<file path="src/core/adcpd_params.svh">
`ifndef ADCPD_PARAMS_SVH
`define ADCPD_PARAMS_SVH

// Clock period, in nanoseconds
`define ADCPD_CLK_PERIOD_NS   25

// Power-up recovery of the reference buffer, in microseconds and cycles
`define ADCPD_RECOVERY_US     1000
`define ADCPD_RECOVERY_CYCLES ((`ADCPD_RECOVERY_US * 1000 + `ADCPD_CLK_PERIOD_NS - 1) / `ADCPD_CLK_PERIOD_NS)
`define ADCPD_RECOVERY_W      16

// Conversion time, in nanoseconds and cycles
`define ADCPD_CONV_TIME_NS    4000
`define ADCPD_CONV_CYCLES     ((`ADCPD_CONV_TIME_NS + `ADCPD_CLK_PERIOD_NS - 1) / `ADCPD_CLK_PERIOD_NS)
`define ADCPD_CONV_W          8

// Internal serial clock: half period in system cycles
`define ADCPD_SCLK_HALF       2
`define ADCPD_DIV_W           2

// Result word
`define ADCPD_RESULT_W        16
`define ADCPD_BITS_W          5
`define ADCPD_RESULT_RESET    16'h0000

`endif

</file>
<file path="src/core/adcpd_pkg.sv">
package adcpd_pkg;

   typedef enum logic [1:0] {
      ST_IDLE = 2'b01,
      ST_CONV = 2'b10
   } adcpd_state_t;

   typedef struct packed {
      logic power_down_pin;
      logic clock_source_select;
      logic cs_n;
      logic convert_n;
      logic ext_sclk;
   } adcpd_pins_t;

endpackage

</file>
<file path="src/core/adcpd_ctrl.sv">
// Overview of operation
// - Power-down pin high shuts analog and reference
// - Unread result stays shiftable during power-down
// - Host convert pulses; device answers as master or slave per select
// - Select low: device drives serial clock
// - Select high: serial clock taken from outside
`timescale 1ns/10ps
`include "adcpd_params.svh"

module adcpd_ctrl
   import adcpd_pkg::*;
#(
   parameter int unsigned RECOVERY_CYCLES = `ADCPD_RECOVERY_CYCLES
)
(
   input  wire logic                        i_clock,
   input  wire logic                        i_reset,
   input  wire logic                        i_clk_en,
   input  wire logic                        i_power_down_pin,
   input  wire logic                        i_clock_source_select,
   input  wire logic                        i_cs_n,
   input  wire logic                        i_convert_n,
   input  wire logic                        i_ext_sclk,
   input  wire logic [`ADCPD_RESULT_W-1:0]  i_sample_data,
   output logic                             o_busy_n,
   output logic                             o_data,
   output logic                             o_data_clk,
   output logic                             o_analog_on,
   output logic                             o_ref_settled
);

   ////////////////////////////////////////////////////////////////////////////
   // Pin synchronisers
   adcpd_pins_t pins_raw;
   adcpd_pins_t pins_s;

   assign pins_raw = '{power_down_pin:      i_power_down_pin,
                       clock_source_select: i_clock_source_select,
                       cs_n:                i_cs_n,
                       convert_n:           i_convert_n,
                       ext_sclk:            i_ext_sclk};

   adcpd_sync u_sync (
      .i_clock  (i_clock),
      .i_reset  (i_reset),
      .i_clk_en (i_clk_en),
      .i_pins   (pins_raw),
      .o_pins   (pins_s)
   );

   ////////////////////////////////////////////////////////////////////////////
   // State
   adcpd_state_t                  st_q,       st_d;
   logic [`ADCPD_CONV_W-1:0]      conv_cnt_q, conv_cnt_d;
   logic [`ADCPD_RESULT_W-1:0]    shift_q,    shift_d;
   logic [`ADCPD_BITS_W-1:0]      bits_q,     bits_d;
   logic [`ADCPD_DIV_W-1:0]       div_q,      div_d;
   logic [`ADCPD_RECOVERY_W-1:0]  rec_q,      rec_d;
   logic                          sclk_prev_q;
   logic                          cnv_prev_q;
   logic                          busy_n_q,   busy_n_d;
   logic                          data_q,     data_d;
   logic                          dclk_q,     dclk_d;
   logic                          an_on_q,    an_on_d;
   logic                          settled_q,  settled_d;

   ////////////////////////////////////////////////////////////////////////////
   // Decoding
   wire pd        = pins_s.power_down_pin;
   wire ext_mode  = pins_s.clock_source_select;
   wire cs_act    = ~pins_s.cs_n;
   wire sclk_rise = pins_s.ext_sclk & ~sclk_prev_q;
   wire cnv_fall  = ~pins_s.convert_n & cnv_prev_q;
   wire st_idle   = (st_q == ST_IDLE);
   wire st_conv   = (st_q == ST_CONV);
   wire conv_start = st_idle & cnv_fall & ~pd;
   wire conv_end   = st_conv & (conv_cnt_q == '0);
   wire have_bits  = (bits_q != '0);
   wire int_run    = cs_act & ~ext_mode & have_bits;
   wire div_tick   = (div_q == '0);
   wire int_shift  = int_run & div_tick & dclk_q;
   wire ext_shift  = cs_act & ext_mode & have_bits & sclk_rise;
   wire shift_evt  = int_shift | ext_shift;

   ////////////////////////////////////////////////////////////////////////////
   // Conversion sequencer
   always_comb begin
      st_d       = st_q;
      conv_cnt_d = conv_cnt_q;
      busy_n_d   = busy_n_q;
      case (st_q)
         ST_IDLE: begin
            if (conv_start) begin
               st_d       = ST_CONV;
               conv_cnt_d = `ADCPD_CONV_W'(`ADCPD_CONV_CYCLES - 1);
               busy_n_d   = 1'b0;
            end
         end
         ST_CONV: begin
            if (conv_end) begin
               st_d     = ST_IDLE;
               busy_n_d = 1'b1;
            end else begin
               conv_cnt_d = conv_cnt_q - 1'b1;
            end
         end
         default: begin
            st_d     = ST_IDLE;
            busy_n_d = 1'b1;
         end
      endcase
   end

   ////////////////////////////////////////////////////////////////////////////
   // Result shift register and serial output
   always_comb begin
      shift_d = shift_q;
      bits_d  = bits_q;
      if (conv_end) begin
         shift_d = i_sample_data;
         bits_d  = `ADCPD_BITS_W'(`ADCPD_RESULT_W);
      end else if (shift_evt) begin
         shift_d = {shift_q[`ADCPD_RESULT_W-2:0], 1'b0};
         bits_d  = bits_q - 1'b1;
      end
   end

   assign data_d = cs_act & have_bits & shift_d[`ADCPD_RESULT_W-1];

   ////////////////////////////////////////////////////////////////////////////
   // Internal serial clock, master mode only
   always_comb begin
      div_d  = `ADCPD_DIV_W'(`ADCPD_SCLK_HALF - 1);
      dclk_d = 1'b0;
      if (int_run) begin
         dclk_d = dclk_q;
         div_d  = div_q - 1'b1;
         if (div_tick) begin
            dclk_d = ~dclk_q;
            div_d  = `ADCPD_DIV_W'(`ADCPD_SCLK_HALF - 1);
         end
      end
   end

   ////////////////////////////////////////////////////////////////////////////
   // Power-down and reference recovery
   assign an_on_d   = ~pd;
   assign rec_d     = pd ? '0 : (settled_q ? rec_q : rec_q + 1'b1);
   assign settled_d = ~pd & (settled_q | (rec_q == `ADCPD_RECOVERY_W'(RECOVERY_CYCLES - 1)));

   ////////////////////////////////////////////////////////////////////////////
   // Registers
   always_ff @(posedge i_clock or posedge i_reset) begin
      if (i_reset) begin
         st_q        <= ST_IDLE;
         conv_cnt_q  <= '0;
         shift_q     <= `ADCPD_RESULT_RESET;
         bits_q      <= '0;
         div_q       <= '0;
         rec_q       <= '0;
         sclk_prev_q <= 1'b0;
         cnv_prev_q  <= 1'b0;
         busy_n_q    <= 1'b1;
         data_q      <= 1'b0;
         dclk_q      <= 1'b0;
         an_on_q     <= 1'b0;
         settled_q   <= 1'b0;
      end else if (i_clk_en) begin
         st_q        <= st_d;
         conv_cnt_q  <= conv_cnt_d;
         shift_q     <= shift_d;
         bits_q      <= bits_d;
         div_q       <= div_d;
         rec_q       <= rec_d;
         sclk_prev_q <= pins_s.ext_sclk;
         cnv_prev_q  <= pins_s.convert_n;
         busy_n_q    <= busy_n_d;
         data_q      <= data_d;
         dclk_q      <= dclk_d;
         an_on_q     <= an_on_d;
         settled_q   <= settled_d;
      end
   end

   assign o_busy_n      = busy_n_q;
   assign o_data        = data_q;
   assign o_data_clk    = dclk_q;
   assign o_analog_on   = an_on_q;
   assign o_ref_settled = settled_q;
endmodule

</file>
<file path="src/core/adcpd_sync.sv">
`timescale 1ns/10ps

module adcpd_sync
   import adcpd_pkg::*;
(
   input  wire logic        i_clock,
   input  wire logic        i_reset,
   input  wire logic        i_clk_en,
   input  wire adcpd_pins_t i_pins,
   output adcpd_pins_t      o_pins
);

   localparam int W = $bits(adcpd_pins_t);

   logic [W-1:0] meta_q;
   logic [W-1:0] sync_q;

   ////////////////////////////////////////////////////////////////////////////
   // Two flip-flops per pin
   genvar g;
   generate
      for (g = 0; g < W; g++) begin : g_bit
         always_ff @(posedge i_clock or posedge i_reset) begin
            if (i_reset) begin
               meta_q[g] <= 1'b0;
               sync_q[g] <= 1'b0;
            end else if (i_clk_en) begin
               meta_q[g] <= i_pins[g];
               sync_q[g] <= meta_q[g];
            end
         end
      end
   endgenerate

   assign o_pins = adcpd_pins_t'(sync_q);

endmodule

</file>
<file path="config.mk">
export PLATFORM = sky130hd
export DESIGN_NAME = adcpd_ctrl
export DESIGN_NICKNAME = d
export VERILOG_FILES = /design/src/core/adcpd_pkg.sv /design/src/core/adcpd_ctrl.sv /design/src/core/adcpd_sync.sv
export VERILOG_INCLUDE_DIRS = /design/src /design/src/core
export SDC_FILE = /design/constraint.sdc
export NUM_CORES = 1
export LEC_CHECK = 0
export ABC_AREA = 1
export BUFFER_PORTS_ARGS = -buffer_cell sky130_fd_sc_hd__buf_2
export CAP_MARGIN = 20
export CELL_PAD_IN_SITES_DETAIL_PLACEMENT = 0
export CELL_PAD_IN_SITES_GLOBAL_PLACEMENT = 2
export CORE_UTILIZATION = 38
export DETAILED_ROUTE_END_ITERATION = 16
export GPL_TIMING_DRIVEN = 1
export PLACE_DENSITY = 0.94
export SETUP_SLACK_MARGIN = 0.5
export SLEW_MARGIN = 40
export SYNTH_ARGS = -nofsm -noshare
export SYNTH_HDL_FRONTEND = slang
export SYNTH_SLANG_ARGS = --single-unit
</file>
<file path="constraint.sdc">
create_clock -name i_clock -period 3.71 [get_ports i_clock]
set_clock_uncertainty 0.2 [all_clocks]
set_input_delay 0.371 -clock i_clock [delete_from_list [all_inputs] [get_ports i_clock]]
set_output_delay 0.371 -clock i_clock [all_outputs]
set_load 0.05 [all_outputs]
</file>
; Yosys cells after proc, flatten, opt, wreduce, memory -nomap -nowiden
; Index checks and enable logic that the tools add are counted.
[word_totals]
in_bits = 24
register_bits = 66
output_inout_bits = 5
[op_classes]
n_addsub = 4
bitwise_logic = 23
muxes = 19
eq_ne = 8
reduce_logical = 10
[ops]
columns = op, n
row1 = two-way mux 16 bit, 4
row2 = "adder 16 x 1 -> 16 bit, second input constant", 1
row3 = "equality test 16 bit, second input constant", 1
row4 = two-way mux 8 bit, 2
row5 = case mux 8 bit (2 select lines), 1
row6 = bitwise AND 1 bit, 15
row7 = two-way mux 5 bit, 2
row8 = zero test 8 bit, 1
row9 = two-way mux 2 bit, 4
row10 = "inequality test 2 x 1 -> 1 bit, second input constant", 4
row11 = "subtractor 8 x 1 -> 8 bit, second input constant", 1
row12 = inverter 1 bit, 6
row13 = AND reduction 2 bit, 3
row14 = nonzero test 5 bit, 1
row15 = "subtractor 5 x 1 -> 5 bit, second input constant", 1
row16 = two-way mux 1 bit, 4
row17 = case mux 2 bit (2 select lines), 1
row18 = AND reduction 4 bit, 1
row19 = nonzero test 2 bit, 2
row20 = AND reduction 3 bit, 1
row21 = "equality test 2 x 1 -> 1 bit, second input constant", 1
row22 = "equality test 2 bit, second input constant", 1
row23 = zero test 2 bit, 1
row24 = "inequality test 2 bit, second input constant", 1
row25 = other kinds (3), 4

; Depth between registers and ports, before layout
[depth]
word_depth = 9
depth_mapped = 13
ltp_nobuf = 12

; Hierarchy
; Synthesis repeated with hierarchy kept, for this count alone.
[unflattened]
hier_cells = 444
hier_area_um2 = 3457.1
[modules_own_cells]
columns = module, area_per_inst_um2, instances, cells_each
row1 = adcpd_ctrl, 3075.4, 1, 401
row2 = adcpd_sync, 381.6, 1, 43

; Least setup slack after synthesis
; OpenSTA, ideal clock, no wires.
[synth_path]
kind = register -> register
start = register conv_cnt_q[0]
end = register shift_q[12]
setup_time_ns = 0.116
path_buffers = 1
path_stages_with_launch = 13
path_slack_ns = 1.898
t_arrival_ns = 1.495
period_less_slack_ns = 1.812
cell_sequence = dfrtp_1 inv_1 ha_1 nand3_1 nor2_4 nand2_4 inv_6 nand2_2 nand2_4 inv_4 buf_6 nand2_1 nand2_1
[synth_via]
elab_chain_len = 4
word_cells_on_any_way = 5
classes_between = mux (1) / bitwise (1) / reduce/logical (3)
[synth_lines]
columns = element, line_no
row1 = from (decl), adcpd_ctrl.sv:54  ; logic [`ADCPD_CONV_W-1:0] conv_cnt_q, conv_cnt_d;
row2 = from (signal assigned), adcpd_ctrl.sv:170  ; conv_cnt_q <= conv_cnt_d;
row3 = zero test 8 bit *, adcpd_ctrl.sv:77  ; wire conv_end = st_conv & (conv_cnt_q == '0);
row4 = bitwise AND 1 bit *, adcpd_ctrl.sv:77
row5 = nonzero test 2 bit (no source line), --
row6 = AND reduction 2 bit (no source line), --
row7 = to (signal assigned), adcpd_ctrl.sv:157  ; shift_q <= `ADCPD_RESULT_RESET;
row8 = to (signal assigned), adcpd_ctrl.sv:171  ; shift_q <= shift_d;
row9 = to (decl), adcpd_ctrl.sv:55  ; logic [`ADCPD_RESULT_W-1:0] shift_q, shift_d;
; Mark *: on every way between the ends. The rest lies on a longest branch, timed or not.
; A chain may end at the register's enable or synchronous reset.

; Worst setup path in the final report
[layout_path]
start = register conv_cnt_q[0]
end = register shift_q[11]
; Same word-level chain as after synthesis.

==> impl_metrics.json <==
{
  "via_per_inst": 4.93,
  "hold_ws_ns": 0.0189,
  "syn_area_per_cell_um2": 7.66,
  "cp-start-kind": "register",
  "cts_setup_buffers": 0,
  "drt_pre_antenna_iters": 4,
  "preCtsSetupSlack_ns": 1.36,
  "maxSlewViolCount": 0,
  "synthCells": 444,
  "power.share.clock": 0.322,
  "die-area_um2": 9340,
  "crit_required_ns": 3.73,
  "worst_pin_slew_ns": 0.684,
  "grt_pass1_wl_um": 13500,
  "grt_max_degree": 38,
  "clk_pin_slew_ns": 0.08,
  "crit_type": "register to register",
  "grt_pass1_vias": 2857,
  "root_buffer": "clkbuf_8",
  "power.density_nw_per_um2": 557,
  "outcome": "finished clean",
  "core_area_um2": 8680,
  "ys_ff_latch": 65,
  "initial_core_util": 0.392,
  "seq_power_share": 0.426,
  "antenna_cells": 0,
  "combinationalPowerShare": 0.252,
  "swShare": 0.355,
  "cts_sinks": 65,
  "drt_iter0_markers": 112,
  "synth.area.top_cells": "dfrtp_1 47%, nand2_1 17%, nand3_1 5.4%, o21ai_0 4.4%, inv_1 4.2%",
  "irDropWorstVdd_mv": 0.218,
  "worstRegToRegCells": 11,
  "final.period_utilization": 0.620,
  "synth_top_area_frac": 0.471,
  "gp_congestion": 0.832,
  "fin_tns_setup_ns": 0,
  "gr-usage-all-layers": 0.176,
  "end_kind": "register",
  "p_leak_nw": 1.95,
  "post_drt_wl_per_cell_um": 12.6,
  "io_buffers": 28,
  "hold_path.class": "input pin to register",
  "drc": 0,
  "fin_crit_ns": 2.30,
  "ant_nets": 0,
  "synth_cell_type_count": 34,
  "drive_above_1_share": 0.127,
  "clock_path_buffers": 2,
  "routed_wl_um": 7400,
  "syn_to_final_growth_pct": 13.6,
  "cts_tree": "built",
  "clk_latency_ns": 0.34,
  "io_pins": 29,
  "arrival_ns": 2.32,
  "synth_nets": 473,
  "slew-limit-headroom": 0.541,
  "intPower_w": 0.00139,
  "grt_antenna_before_repair": 0,
  "max_freq_mhz": 435,
  "htree_levels": 3,
  "rsz0062_at_grt": "no",
  "worst_slack_ns": 1.41,
  "die_h_um": 96.6,
  "finalSetupViolCount": 0,
  "yosys_warnings": 0,
  "dr_total_vias": 2900,
  "crit_path_max_fanout": 23,
  "maxCapViolations": 0,
  "ys_seq_area_frac": 0.478,
  "nets": 504,
  "synthesis.area_um2": 3400,
  "hpwl_um": 4980,
  "num_rows": 34,
  "p_switching_w": 0.000764,
  "cts-buffers-inserted": 9,
  "die_width_um": 96.6,
  "yosysTopAreaCell": "dfrtp_1",
  "hold_viol": 0,
  "gr-total-overflow": 0,
  "worst_hold_path.num_cells": 3
}
-- metal layers --
layer / part of all wire / global-route usage / vias up / wire length (um)
met4: 0.012 / 0.0482 / 0 / 87
li1: - / - / 1492 / -
met2: 0.44 / 0.274 / 43 / 3280
met5: 0 / 0 / - / 0
met1: 0.51 / 0.246 / 1355 / 3740
met3: 0.040 / 0.0412 / 10 / 297
-- flip-flops by register name, indices dropped and copies added (netlist names) --
name,flops
rec_q,16
shift_q,16
conv_cnt_q,8
bits_q,5
u_sync.meta_q,5
u_sync.o_pins,5
div_q,2
st_q,2
cnv_prev_q,1
o_analog_on,1
o_data,1
o_data_clk,1
o_ref_settled,1
sclk_prev_q,1
-- placed cells by master (no fill, tap or decap) --
cell           instances
nor3_1                15
o21ai_0               30
inv_1                 37
dfrtp_1               64
a21oi_1                8
dfstp_2                1
buf_4                  2
ha_1                   5
o31ai_1                1
clkinv_4               2
inv_8                  1
nor2_4                 2
nand4_1               10
clkbuf_8               9
nand2_4                2
inv_4                  2
inv_6                  2
xor2_1                 7
o21ai_1                4
dlygate4sd3_1          1
buf_2                 28
inv_2                  1
bufinv_16              2
a21oi_4                2
o211a_1                1
o21bai_1               1
nor4_1                 1
nor2_1                34
nand2_1              157
or2_2                  1
clkinv_1               1
nor3b_1                2
clkinv_2               1
a21boi_0               2
nand2_2                3
nand3_1               37
a31oi_1                1
-- logic make-up after synthesis --
kind of cell,Yosys count,share of synthesized area
AOI/OAI and AO/OA,50,0.0850
xor gates and xnor gates,7,0.0180
adders and majority gates,5,0.0184
buffers and inverters,53,0.0677
DFF,65,0.478
and+or+nand+nor,264,0.332
-- cell usage after synthesis --
library cell	instances
nand2_1	157
dfrtp_1	64
inv_1	38
nand3_1	37
nor2_1	34
o21ai_0	30
nor3_1	15
nand4_1	10
a21oi_1	8
xor2_1	7
ha_1	5
buf_2	4
o21ai_1	4
clkbuf_1	3
nand2_2	3
a21boi_0	2
a21oi_4	2
buf_6	2
nand2_4	2
nor2_4	2
nor3b_1	2
a31oi_1	1
buf_1	1
buf_4	1
clkinv_1	1
dfstp_2	1
inv_2	1
inv_4	1
inv_6	1
nor4_1	1
o211a_1	1
o21bai_1	1
o31ai_1	1
or2_2	1
-- repair_timing --
item | CTS | global route
hold endpoints to repair | 35 | 0
gates resized for setup | 0 | 0
hold buffers | 1 | 0
-- final timing paths --
check	startpoint	endpoint	slack [ns]
max	conv_cnt_q[0]	shift_q[11]	1.41
min	i_clock_source_select	u_sync.meta_q[3]	0.02
max reg2reg	conv_cnt_q[0]	shift_q[11]	1.41
min reg2reg	u_sync.meta_q[1]	u_sync.meta_q[1]	0.28
max in group asynchronous	i_reset	o_ref_settled	2.16
min in group asynchronous	i_reset	conv_cnt_q[4]	0.39
-- critical path, cell delays in order (launching register included) --
cell,delay (ns)
dfrtp_1,0.36
inv_1,0.16
ha_1,0.18
nand3_1,0.14
nor2_4,0.15
nand2_4,0.16
inv_6,0.19
nand2_2,0.08
nand2_4,0.25
inv_4,0.14
nand2_1,0.08
nand3_1,0.07
-- final cells by class --
class,count,area (um2)
fill,886,4810
sequential,65,1630
multi-input combinational,326,1540
inverter,42,168
timing repair buffer,31,165
tap,108,135
clock buffer,9,124
clock inverter,7,103
-- power by group through the flow --
stage / sequential, W / combinational [W] / clock (W)
floorplan: 0.000954 / 0.000395 / 0
global placement: 0.000928 / 0.000543 / 0
detailed placement: 0.000931 / 0.000546 / 0
CTS: 0.000918 / 0.000550 / 0.000716
global route: 0.000939 / 0.000636 / 0.000751
finish: 0.000917 / 0.000542 / 0.000693
-- metrics by stage --
stage	std cells	total power (W)	cell area (um2)	utilization
finish	588	0.00215	3870	0.446
global placement	571	0.00147	3630	0.418
CTS	588	0.00218	3870	0.446
floorplan	444	0.00135	3400	-
global route	588	0.00233	3870	0.446
detailed placement	571	0.00148	3630	0.418
Power figures use the tool's default switching activity.
